`src/sar_adc_regs.vh`:
```
// register offsets, field positions, reset values and timing counts of the converter sequencer
`ifndef SAR_ADC_REGS_VH
`define SAR_ADC_REGS_VH
`define ADDR_CONTROL_0      4'h0
`define ADDR_CONTROL_1      4'h1
`define ADDR_RESULT_HIGH    4'h2
`define ADDR_RESULT_LOW     4'h3
`define ADDR_FLAGS          4'h4
`define ADDR_ENABLES        4'h5
`define ADDR_INT_CONTROL    4'h6
`define CTL0_ENABLE_BIT     0
`define CTL0_GO_BIT         1
`define CTL0_CHAN_LSB       2
`define CTL1_PREF_LSB       0
`define CTL1_CLK_LSB        4
`define CTL1_FMT_BIT        7
`define FLAG_DONE_BIT       0
`define INTC_GLOBAL_BIT     7
`define INTC_PERIPH_BIT     6
`define RESET_BYTE          8'h00
`define RESET_RESULT        10'h000
`define CLK_DIV2            3'h0
`define CLK_DIV4            3'h4
`define CLK_DIV8            3'h1
`define CLK_DIV16           3'h5
`define CLK_DIV32           3'h2
`define CLK_DIV64           3'h6
`define HALF_DIV2           7'h01
`define HALF_DIV4           7'h02
`define HALF_DIV8           7'h04
`define HALF_DIV16          7'h08
`define HALF_DIV32          7'h10
`define HALF_DIV64          7'h20
`define SETTLE_HALVES       5'h03
`endif

```
`src/sar_adc_sequencer.v`:
```
// successive-approximation converter sequencer with its control and result registers
//
// Notes on behaviour
// - converts selected input into a 10-bit value held in the result pair.
// - up to 17 sources: analog pins, temperature, DAC output, reference buffer.
// - channel_select field drives the mux feeding the sample-and-hold.
// - positive_ref_select picks pin, supply, 2.048V or 4.096V.
// - clock codes 000/100/001/101/010/110 divide by 2..64; x11 picks internal RC.
// - one bit per bit_period; a full conversion takes 11.5 bit periods.
// - divided clocks follow the system clock; the internal RC does not.
// - converter runs in sleep only with the internal RC clock selected.
// - done flag sets at the end of every conversion, enabled or not.
// - hardware never clears the done flag; software writes it clear.
// - interrupt request only while irq enable and done flag are both set.
// - interrupt during sleep wakes the device to the next instruction.
// - wake needs irq and peripheral enables; global enable selects branch.
// - result_format selects left or right justification of the result pair.
// - right: six upper high bits zero; left: six lower low bits zero.
// - setting the go bit starts a conversion; hardware clears it at the end.
// - on completion the new result is written to the high and low registers.
//
// Local design decisions: the register addresses and strobed register access.
`include "sar_adc_regs.vh"

module sar_adc_sequencer #(
	parameter RES_BITS = 10
) (
	// clock and reset
	input  wire                clk,
	input  wire                sys_rst,
	// register port
	input  wire [3:0]          reg_addr,
	input  wire [7:0]          reg_wdata,
	input  wire                reg_wr,
	input  wire                reg_rd,
	output reg  [7:0]          reg_rdata_ff,
	// internal RC oscillator tick and power state
	input  wire                rc_tick,
	input  wire                sleep_mode,
	// analog front end
	input  wire                comp_out,
	output reg  [4:0]          channel_select_ff,
	output reg  [1:0]          positive_ref_select_ff,
	output reg  [RES_BITS-1:0] dac_trial_ff,
	output reg                 sample_hold_ff,
	output reg                 converter_on_ff,
	// interrupt and wake
	output reg                 irq_request_ff,
	output reg                 wake_ff,
	output reg                 wake_to_isr_ff
);

	localparam ST_IDLE   = 3'b001;
	localparam ST_SETTLE = 3'b010;
	localparam ST_CONV   = 3'b100;
	// index of the msb trial, cut to the width of the bit counter
	localparam integer TOP_IDX = RES_BITS - 1;

	reg  [7:0]          ctl0_ff;
	reg  [7:0]          ctl1_ff;
	reg                 done_flag_ff;
	reg                 irq_en_ff;
	reg  [1:0]          intc_ff;
	reg  [RES_BITS-1:0] result_ff;
	reg  [2:0]          state_ff;
	reg  [6:0]          div_cnt_ff;
	reg  [4:0]          half_cnt_ff;
	reg  [3:0]          bit_idx_ff;
	reg                 comp_meta_ff;
	reg                 comp_sync_ff;
	reg                 rc_meta_ff;
	reg                 rc_sync_ff;
	reg                 rc_prev_ff;
	reg                 sleep_meta_ff;
	reg                 sleep_sync_ff;

	wire [2:0] clk_sel  = ctl1_ff[`CTL1_CLK_LSB+2:`CTL1_CLK_LSB];
	wire       use_rc   = clk_sel[0] & clk_sel[1];
	wire       fmt_right = ctl1_ff[`CTL1_FMT_BIT];
	wire       go_bit   = ctl0_ff[`CTL0_GO_BIT];
	wire       adc_on   = ctl0_ff[`CTL0_ENABLE_BIT];

	// comparator loop: trial flop plus two sync stages costs three clocks, so a
	// divide-by-2 bit_period decides on the previous comparison; software must treat
	// it like the other too-fast settings

	// ------------------------------------------------------------
	// input synchronisers
	// ------------------------------------------------------------
	always @(posedge clk) begin
		if (sys_rst) begin
			comp_meta_ff  <= 1'b0;
			comp_sync_ff  <= 1'b0;
			rc_meta_ff    <= 1'b0;
			rc_sync_ff    <= 1'b0;
			rc_prev_ff    <= 1'b0;
			sleep_meta_ff <= 1'b0;
			sleep_sync_ff <= 1'b0;
		end else begin
			comp_meta_ff  <= comp_out;
			comp_sync_ff  <= comp_meta_ff;
			rc_meta_ff    <= rc_tick;
			rc_sync_ff    <= rc_meta_ff;
			rc_prev_ff    <= rc_sync_ff;
			sleep_meta_ff <= sleep_mode;
			sleep_sync_ff <= sleep_meta_ff;
		end
	end

	// ------------------------------------------------------------
	// half bit_period tick: each edge of the conversion clock
	// ------------------------------------------------------------
	reg  [6:0] half_div;
	always @* begin
		case (clk_sel)
			`CLK_DIV2:  half_div = `HALF_DIV2;
			`CLK_DIV4:  half_div = `HALF_DIV4;
			`CLK_DIV8:  half_div = `HALF_DIV8;
			`CLK_DIV16: half_div = `HALF_DIV16;
			`CLK_DIV32: half_div = `HALF_DIV32;
			`CLK_DIV64: half_div = `HALF_DIV64;
			default:    half_div = `HALF_DIV2;
		endcase
	end

	// divided clocks count system edges, so a slower system clock stretches bit_period
	wire div_half = (div_cnt_ff + 7'h01 >= half_div);
	wire rc_half  = rc_sync_ff ^ rc_prev_ff;
	wire half_tick = use_rc ? rc_half : div_half;
	// a divided clock stops in sleep, aborting the conversion; the RC keeps going
	wire sleep_abort = sleep_sync_ff & ~use_rc;

	// ------------------------------------------------------------
	// conversion sequencer
	// ------------------------------------------------------------
	wire sw_go_clear = reg_wr & (reg_addr == `ADDR_CONTROL_0) & ~reg_wdata[`CTL0_GO_BIT];
	wire conv_last   = (state_ff == ST_CONV) & half_tick & half_cnt_ff[0] &
	                   (bit_idx_ff == 4'h0);
	wire conv_end    = conv_last | ((state_ff != ST_IDLE) & (sw_go_clear | sleep_abort | ~adc_on));

	// partial result on early stop: undecided bits copy the last decided bit
	// an abort while settling keeps the previous result untouched; one during the msb trial stores zero
	reg  [RES_BITS-1:0] final_code;
	integer k;
	always @* begin
		final_code = dac_trial_ff;
		if (conv_last)
			final_code[0] = comp_sync_ff;
		else if (state_ff == ST_CONV) begin
			for (k = 0; k < RES_BITS; k = k + 1)
				if (k <= bit_idx_ff)
					final_code[k] = (bit_idx_ff == RES_BITS - 1) ? 1'b0 :
					                dac_trial_ff[bit_idx_ff + 1];
		end else
			final_code = result_ff;
	end

	always @(posedge clk) begin
		if (sys_rst) begin
			state_ff       <= ST_IDLE;
			div_cnt_ff     <= 7'h00;
			half_cnt_ff    <= 5'h00;
			bit_idx_ff     <= 4'h0;
			dac_trial_ff   <= `RESET_RESULT;
			sample_hold_ff <= 1'b0;
		end else begin
			div_cnt_ff <= (div_half | state_ff[0]) ? 7'h00 : div_cnt_ff + 7'h01;
			case (state_ff)
				ST_IDLE: begin
					sample_hold_ff <= adc_on;
					half_cnt_ff    <= 5'h00;
					if (go_bit & adc_on & ~sleep_abort) begin
						state_ff <= ST_SETTLE;
					end
				end
				ST_SETTLE: begin
					// 1.5 bit_period: hold the sample, then begin the msb trial
					if (conv_end) begin
						state_ff <= ST_IDLE;
					end else if (half_tick) begin
						if (half_cnt_ff + 5'h01 == `SETTLE_HALVES) begin
							sample_hold_ff <= 1'b0;
							half_cnt_ff    <= 5'h00;
							bit_idx_ff     <= TOP_IDX[3:0];
							dac_trial_ff   <= {1'b1, {(RES_BITS-1){1'b0}}};
							state_ff       <= ST_CONV;
						end else
							half_cnt_ff <= half_cnt_ff + 5'h01;
					end
				end
				ST_CONV: begin
					// one decision per full bit_period, msb first: 1.5 + 10 = 11.5
					if (conv_end) begin
						state_ff <= ST_IDLE;
					end else if (half_tick) begin
						half_cnt_ff[0] <= ~half_cnt_ff[0];
						if (half_cnt_ff[0]) begin
							dac_trial_ff[bit_idx_ff] <= comp_sync_ff;
							if (bit_idx_ff != 4'h0)
								dac_trial_ff[bit_idx_ff - 1] <= 1'b1;
							bit_idx_ff <= bit_idx_ff - 4'h1;
						end
					end
				end
				default: state_ff <= ST_IDLE;
			endcase
		end
	end

	// ------------------------------------------------------------
	// registers
	// ------------------------------------------------------------
	// one decode per writable register; unmapped indices match none and are dropped
	wire wr_c0    = reg_wr & (reg_addr == `ADDR_CONTROL_0);
	wire wr_c1    = reg_wr & (reg_addr == `ADDR_CONTROL_1);
	wire wr_flags = reg_wr & (reg_addr == `ADDR_FLAGS);
	wire wr_en    = reg_wr & (reg_addr == `ADDR_ENABLES);
	wire wr_intc  = reg_wr & (reg_addr == `ADDR_INT_CONTROL);
	always @(posedge clk) begin
		if (sys_rst) begin
			ctl0_ff      <= `RESET_BYTE;
			ctl1_ff      <= `RESET_BYTE;
			done_flag_ff <= 1'b0;
			irq_en_ff    <= 1'b0;
			intc_ff      <= 2'b00;
			result_ff    <= `RESET_RESULT;
		end else begin
			if (wr_c0)
				ctl0_ff <= {1'b0, reg_wdata[6:0]};
			if (wr_c1)
				ctl1_ff <= reg_wdata & 8'hF3;
			if (wr_en)
				irq_en_ff <= reg_wdata[`FLAG_DONE_BIT];
			if (wr_intc)
				intc_ff <= {reg_wdata[`INTC_GLOBAL_BIT], reg_wdata[`INTC_PERIPH_BIT]};
			if (conv_end) begin
				ctl0_ff[`CTL0_GO_BIT] <= 1'b0;
				result_ff <= final_code;
			end
			// set beats a same-cycle software clear; hardware never clears it
			if (conv_last)
				done_flag_ff <= 1'b1;
			else if (wr_flags)
				done_flag_ff <= reg_wdata[`FLAG_DONE_BIT];
		end
	end

	// justification applied on read so format is a view of the stored code
	wire [15:0] just = fmt_right ? {6'h00, result_ff} : {result_ff, 6'h00};

	reg  [7:0] rd_mux;
	always @* begin
		case (reg_addr)
			`ADDR_CONTROL_0:   rd_mux = ctl0_ff;
			`ADDR_CONTROL_1:   rd_mux = ctl1_ff;
			`ADDR_RESULT_HIGH: rd_mux = just[15:8];
			`ADDR_RESULT_LOW:  rd_mux = just[7:0];
			`ADDR_FLAGS:       rd_mux = {7'h00, done_flag_ff};
			`ADDR_ENABLES:     rd_mux = {7'h00, irq_en_ff};
			`ADDR_INT_CONTROL: rd_mux = {intc_ff, 6'h00};
			default:           rd_mux = `RESET_BYTE;
		endcase
	end

	// ------------------------------------------------------------
	// outputs
	// ------------------------------------------------------------
	always @(posedge clk) begin
		if (sys_rst) begin
			reg_rdata_ff           <= `RESET_BYTE;
			channel_select_ff      <= 5'h00;
			positive_ref_select_ff <= 2'b00;
			converter_on_ff        <= 1'b0;
		end else begin
			reg_rdata_ff           <= reg_rd ? rd_mux : `RESET_BYTE;
			channel_select_ff      <= ctl0_ff[`CTL0_CHAN_LSB+4:`CTL0_CHAN_LSB];
			positive_ref_select_ff <= ctl1_ff[`CTL1_PREF_LSB+1:`CTL1_PREF_LSB];
			// a divided clock in sleep powers the converter down; the enable bit keeps its value
			converter_on_ff        <= adc_on & ~sleep_abort;
		end
	end

	// ------------------------------------------------------------
	// interrupt request and wake
	// ------------------------------------------------------------
	// levels that follow the flag and enables one cycle late, so clearing the
	// flag drops the request with no separate acknowledge
	wire irq_now  = irq_en_ff & done_flag_ff;
	wire wake_arm = irq_now & intc_ff[0] & sleep_sync_ff;
	always @(posedge clk) begin
		if (sys_rst) begin
			irq_request_ff <= 1'b0;
			wake_ff        <= 1'b0;
			wake_to_isr_ff <= 1'b0;
		end else begin
			irq_request_ff <= irq_now;
			wake_ff        <= wake_arm;
			// global enable only picks the branch; the wake itself does not need it
			wake_to_isr_ff <= wake_arm & intc_ff[1];
		end
	end

endmodule // sar_adc_sequencer

```
`config.mk`:
```
export PLATFORM = sky130hd
export DESIGN_NAME = sar_adc_sequencer
export DESIGN_NICKNAME = d
export VERILOG_FILES = /design/src/sar_adc_sequencer.v
export VERILOG_INCLUDE_DIRS = /design/src
export SDC_FILE = /design/constraint.sdc
export NUM_CORES = 1
export LEC_CHECK = 0
export BUFFER_PORTS_ARGS = -buffer_cell sky130_fd_sc_hd__buf_2
export CELL_PAD_IN_SITES_DETAIL_PLACEMENT = 1
export CELL_PAD_IN_SITES_GLOBAL_PLACEMENT = 2
export CORE_MARGIN = 2
export CORE_UTILIZATION = 36
export DETAILED_ROUTE_END_ITERATION = 8
export PLACE_DENSITY = 0.81
export SLEW_MARGIN = 20
export SYNTH_ARGS = -nofsm -noshare
export SYNTH_HDL_FRONTEND = slang
export SYNTH_SLANG_ARGS = --single-unit
```
`constraint.sdc`:
```
create_clock -name clk -period 3.35 [get_ports clk]
set_input_delay 0.8375 -clock clk [delete_from_list [all_inputs] [get_ports clk]]
set_output_delay 0.8375 -clock clk [all_outputs]
set_load 0.02 [all_outputs]
```
======== Word-level counts from Yosys, hierarchy flattened ========
Index checks and enable logic that the tools add are counted.
cells by class
  eq/ne operators ......................... 27
  order comparisons ....................... 15
  $mul .................................... 0
  mux-type cells .......................... 58
  shift operators ......................... 0
  bitwise logic cells ..................... 31
  add/sub/neg operators ................... 5
  div/mod/pow operators ................... 0
  reductions and logical operators ........ 19
operators with widths
  operator             number
  $mux 10              8
  $pmux 8 s7           1
  $ge 32x1->1 const B  1
  $lt 32x5->1 const B  1
  $pmux 6 s5           1
  $mux 4               6
  $mux 1               22
  $pmux 10 s2          1
  $and 1x1->1          19
  $le 3x4->1 const A   4
  $mux 16              1
  $ne 2x2->1 const B   8
  $pmux 4 s2           2
  $mux 3               5
  $mux 5               3
  $eq 3x3->1 const B   4
  $eq 4x3->1 const B   3
  $bwmux 10            1
  $or 10x10->10        1
  $mux 9               1
  $pmux 3 s3           1
  $demux 1 s4          2
  $eq 4x2->1 const B   2
  $le 2x4->1 const A   2
  other kinds (35)     55
word-level totals
  memory bits (writable) .................. 0
  memories ................................ 0
  bits in latches ......................... 0
  input bits .............................. 19
  bits in read-only memories .............. 0
  register bits after elaboration ......... 83

======== Logic depth before layout (Yosys ltp) ========
  word-level depth ........................ 11
  mapped depth ............................ 13
  depth with buffers taken out ............ 12

======== Worst setup path before layout ========
OpenSTA, ideal clock, no wires.
  path kind ............................... flip-flop to flip-flop
  start ................................... reg ctl1_ff[4]
  end ..................................... reg state_ff[2]
  library setup time ...................... 0.095 ns
  cell stages (with the launch flop) ...... 12
  data required time ...................... 3.255 ns
  period minus slack after synthesis ...... 2.626 ns
  data arrival time ....................... 2.530 ns
  path buffers ............................ 0
  path slack .............................. 0.724 ns
  cell sequence ........................... dfxtp_1 inv_1 ha_1 nor2b_1 nand2_1 ha_1 a21o_1 a31oi_1 o211a_1 a21boi_2 or4_1 a221oi_1
on the way
  word-level cells in the longest chain between the ends .. 10
ends and longest elaborated chain
  element                                                   RTL line                 source
  start, declared                                           sar_adc_sequencer.v:60   reg [7:0] ctl1_ff;
  start signal, assigned                                    sar_adc_sequencer.v:222  ctl1_ff <= `RESET_BYTE;
  start signal, assigned                                    sar_adc_sequencer.v:231  ctl1_ff <= reg_wdata & 8'hF3;
  $eq 3x3->1 (tied with other cells)                        sar_adc_sequencer.v:115  case (clk_sel)
  $pmux 6 s5                                                sar_adc_sequencer.v:115
  $ge 7x7->1                                                sar_adc_sequencer.v:127  wire div_half = (div_cnt_ff + 7'h01 >= half_div);
  $mux 1                                                    sar_adc_sequencer.v:129  wire half_tick = use_rc ? rc_half : div_half;
  $and 1x1->1 (3 in a row)                                  sar_adc_sequencer.v:137  wire conv_last = (state_ff == ST_CONV) & half_tick & half_cnt_ff[0] &
  $or 1x1->1                                                sar_adc_sequencer.v:139  wire conv_end = conv_last | ((state_ff != ST_IDLE) & (sw_go_clear | sleep_abort | ~adc_on));
  $ne 3x3->1 (no line) (tied with other cells)              -
  $reduce_and 4->1 (no line) or $pmux 3 s3 (tied branches)  -
  end signal, assigned                                      sar_adc_sequencer.v:160  state_ff <= ST_IDLE;
  end signal, assigned                                      sar_adc_sequencer.v:173  state_ff <= ST_SETTLE;
  end signal, assigned                                      sar_adc_sequencer.v:179  state_ff <= ST_IDLE;
  end, declared                                             sar_adc_sequencer.v:65   reg [2:0] state_ff;
Parallel ways exist; a longest one is shown, timed or not.
A chain may end at the register's enable or synchronous reset.

======== Worst setup path in the final report ========
  start ................................... reg ctl1_ff[5]
  end ..................................... reg state_ff[2]
The elaborated chain is that of the path after synthesis.

==> reports/qor.csv <==
metric,value,unit
overall power consumption,2090,uW
Critical R2R Launch,ctl1_ff[5],
Yosys top cell area share,36.10,%
Max Buffers Root-to-Sink,2,
routed length per instance,18.34,um
GRT Util Overall,21.54,%
DR iter-0 viols,272,
CTS Buf Count,9,
via count of the first global-routing pass,4253,
R2R depth,11,
leak pwr,0.002092,uW
crit path kind,register to register,
setup_tns,0,ps
Cell Int Power,1566,uW
fin nets,622,
die area,13710,um2
Clk Tree Root Cell,clkbuf_16,
wire length of the first global-routing pass,22830,um
synthesized area per cell,8.509,um2
placed inst area,5020,um2
critical path capture point type,register,
die height,117.1,um
pin count of the biggest net entering global routing,33,
hold slack final,441.8,ps
ANT cells,0,
Pins Over Slew Limit,0,
Worst VDD drop,0.0002148,V
Worst setup SP type,register,
H-tree levels,3,
max-cap violation count,0,
Area contributors post-synth,"dfxtp_1 36%, ha_1 5.7%, mux2i_1 5.4%",
status,"finished, final reports clean",
Detailed Route WL,13920,um
Pwr Density,393.4,nW/um2
RSZ-0062 raised after global routing,no,
Net Sw Power,524.4,uW
min Tclk post-route,3065,ps
Initial DRT Pass Iterations,4,
P&R area growth vs syn,15.41,%
Netlist Area Pre-Place,4603,um2
worst min path class,register to register,
Hold Crit Start,rc_meta_ff,
Initial Utilization,36.63,%
Post-synth ARST share,0,%
Die X,117.1,um
register area share after synthesis,36.10,%
Max Fanout on Critical Path,16,
Max Clk Rate,326.3,MHz
DR vias/cell,5.478,
slew at the pin with the worst max-slew slack,662.3,ps
Hold Path Cell Cnt,1,
"Top FF cell, synth",dfxtp_1,
worst skew pair latency,350,ps
# rows,41,
register area,1662,um2
number of remaining DRC errors,0,
core box area,12570,um2
"reg-to-reg slack, setup",290,ps
cell count after synthesis,541,
"EDFF count, synth",0,
fraction of layout instances using a drive strength above 1,18.91,%
Max-slew headroom,55.51,%
via count,4158,
initial antenna violation count,0,
fin area,5313,um2
Critical Path RT,3610,ps
"Setup violations, final",0,
"area leader, netlist",dfxtp_1,
post-CTS resize count,0,
worst reg2reg endpoint,state_ff[2],
Reg power frac,48.3,%
"commonest non-fill, non-tap cell in the layout",dfxtp_1,
Multi-input gate area,2718,um2
sw frac,25.09,%
Clock power frac,45.4,%
grt total ovfl,0,
synth warn,0,
Post-CTS Setup Inserts,0,
clk_skew,8.471,ps
clock transition at the registers of the reported paths,70,ps
library cells used by synthesis,72,
post-route insts no fill,759,
period utilization,91.49,%
buffers added on ports,48,
Synth Register Bits,83,
routability congestion estimate from global placement,0.8303,
Placed Cells,743,
combinational power share,6.3,%
clock sink count,83,
hpwl dp,10080,um
final hold vios,0,
CP arrival,3320,ps
total I/O pin count,49,
most frequent cells in the layout,"83 x dfxtp_1, 58 x nand2_1, 48 x buf_2",
hold buffer count at cts,0,
Hold Crit Endpoint,rc_sync_ff,
Syn Nets,581,
Filler cells,1487,
CTS tree,done,
Detail Route Antenna Nets,0,
critical path: stages (launching register included):
cell      delay, ps
dfxtp_1         420
inv_1            90
ha_1            300
nor2b_1         200
nand2_1          80
ha_1            300
a21o_1          190
a31oi_2         210
o211a_1         300
a21boi_4        160
or4_1           420
a221oi_1        290
registers in the layout, summed over array words and instances, names as in the netlist, 2 cells and up:
signal                  flops
positive_ref_select_ff      2
ctl1_ff                     6
div_cnt_ff                  7
intc_ff                     2
reg_rdata_ff                8
state_ff                    3
result_ff                  10
bit_idx_ff                  4
channel_select_ff           5
dac_trial_ff               10
half_cnt_ff                 5
ctl0_ff                     7
worst max-delay path by stage:
| stage | start | endpoint | slack (ps) | cells after the start |
|---|---|---|---|---|
| floorplan | ctl1_ff[4] | state_ff[2] | 720 | 11 |
| global placement | reg_addr[1] | result_ff[6] | 400 | 6 |
| detailed placement | ctl1_ff[5] | state_ff[2] | 280 | 11 |
| CTS | ctl1_ff[5] | state_ff[2] | 240 | 11 |
| global route | ctl1_ff[5] | state_ff[2] | 40 | 11 |
| finish | ctl1_ff[5] | state_ff[2] | 290 | 11 |
synth_stat cells (8+ instances only):
| cell type | count |
|---|---|
| inv_1 | 20 |
| nor3_1 | 13 |
| nor2b_1 | 24 |
| o31ai_1 | 10 |
| nand2_1 | 58 |
| a21oi_1 | 42 |
| nand4_1 | 8 |
| nor2_1 | 31 |
| ha_1 | 21 |
| o21ai_0 | 27 |
| dfxtp_1 | 83 |
| and3_1 | 9 |
| nand3_1 | 23 |
| clkbuf_1 | 21 |
| mux2i_1 | 25 |
cells by family (layout without fill, tap and decap cells):
| group | Yosys count | count (layout) | share of synthesized area (%) |
|---|---|---|---|
| buf+inv | 55 | 101 | 5.164 |
| fa+ha+maj | 21 | 21 | 5.708 |
| simple gates | 205 | 205 | 22.94 |
| mux | 32 | 32 | 7.638 |
| xor+xnor | 8 | 8 | 1.522 |
| flops | 83 | 83 | 36.10 |
| compound gates | 136 | 136 | 20.85 |
| other cells | 1 | 1 | 0.08147 |
layer usage:
layer	vias to the layer above	track usage [%]	wire length (um)
met5	-	0	0
met4	0	7.216	235
met3	14	4.377	419
met2	65	35.92	6786
met1	2043	27.90	6482
li1	2036	-	-
stage by stage:
| stage | utilization (%) | setup slack [ps] |
|---|---|---|
| floorplan | - | 724.3 |
| global placement | 39.94 | 403.7 |
| detailed placement | 39.94 | 284.9 |
| CTS | 42.16 | 235.3 |
| global route | 42.27 | 35.44 |
| finish | 42.27 | 285.1 |
power groups by stage:
stage          combinational, uW  sequential, uW  clock (uW)
2_1_floorplan               84.7            1030           0
3_3_place_gp                 128            1030           0
3_5_place_dp                 131            1030           0
4_1_cts                      131            1010         967
5_1_grt                      144            1010        1020
6_report                     132            1010         949
layout make-up:
type | count | share of cell area, %
multi-input cells | 403 | 51.15
flip-flops and latches | 83 | 31.28
repair buffers | 64 | 6.783
clock buffers | 11 | 4.569
well taps | 172 | 4.051
inverters | 21 | 1.484
clock inverters | 5 | 0.6830
Note: power is estimated with default switching activity, not from simulation.
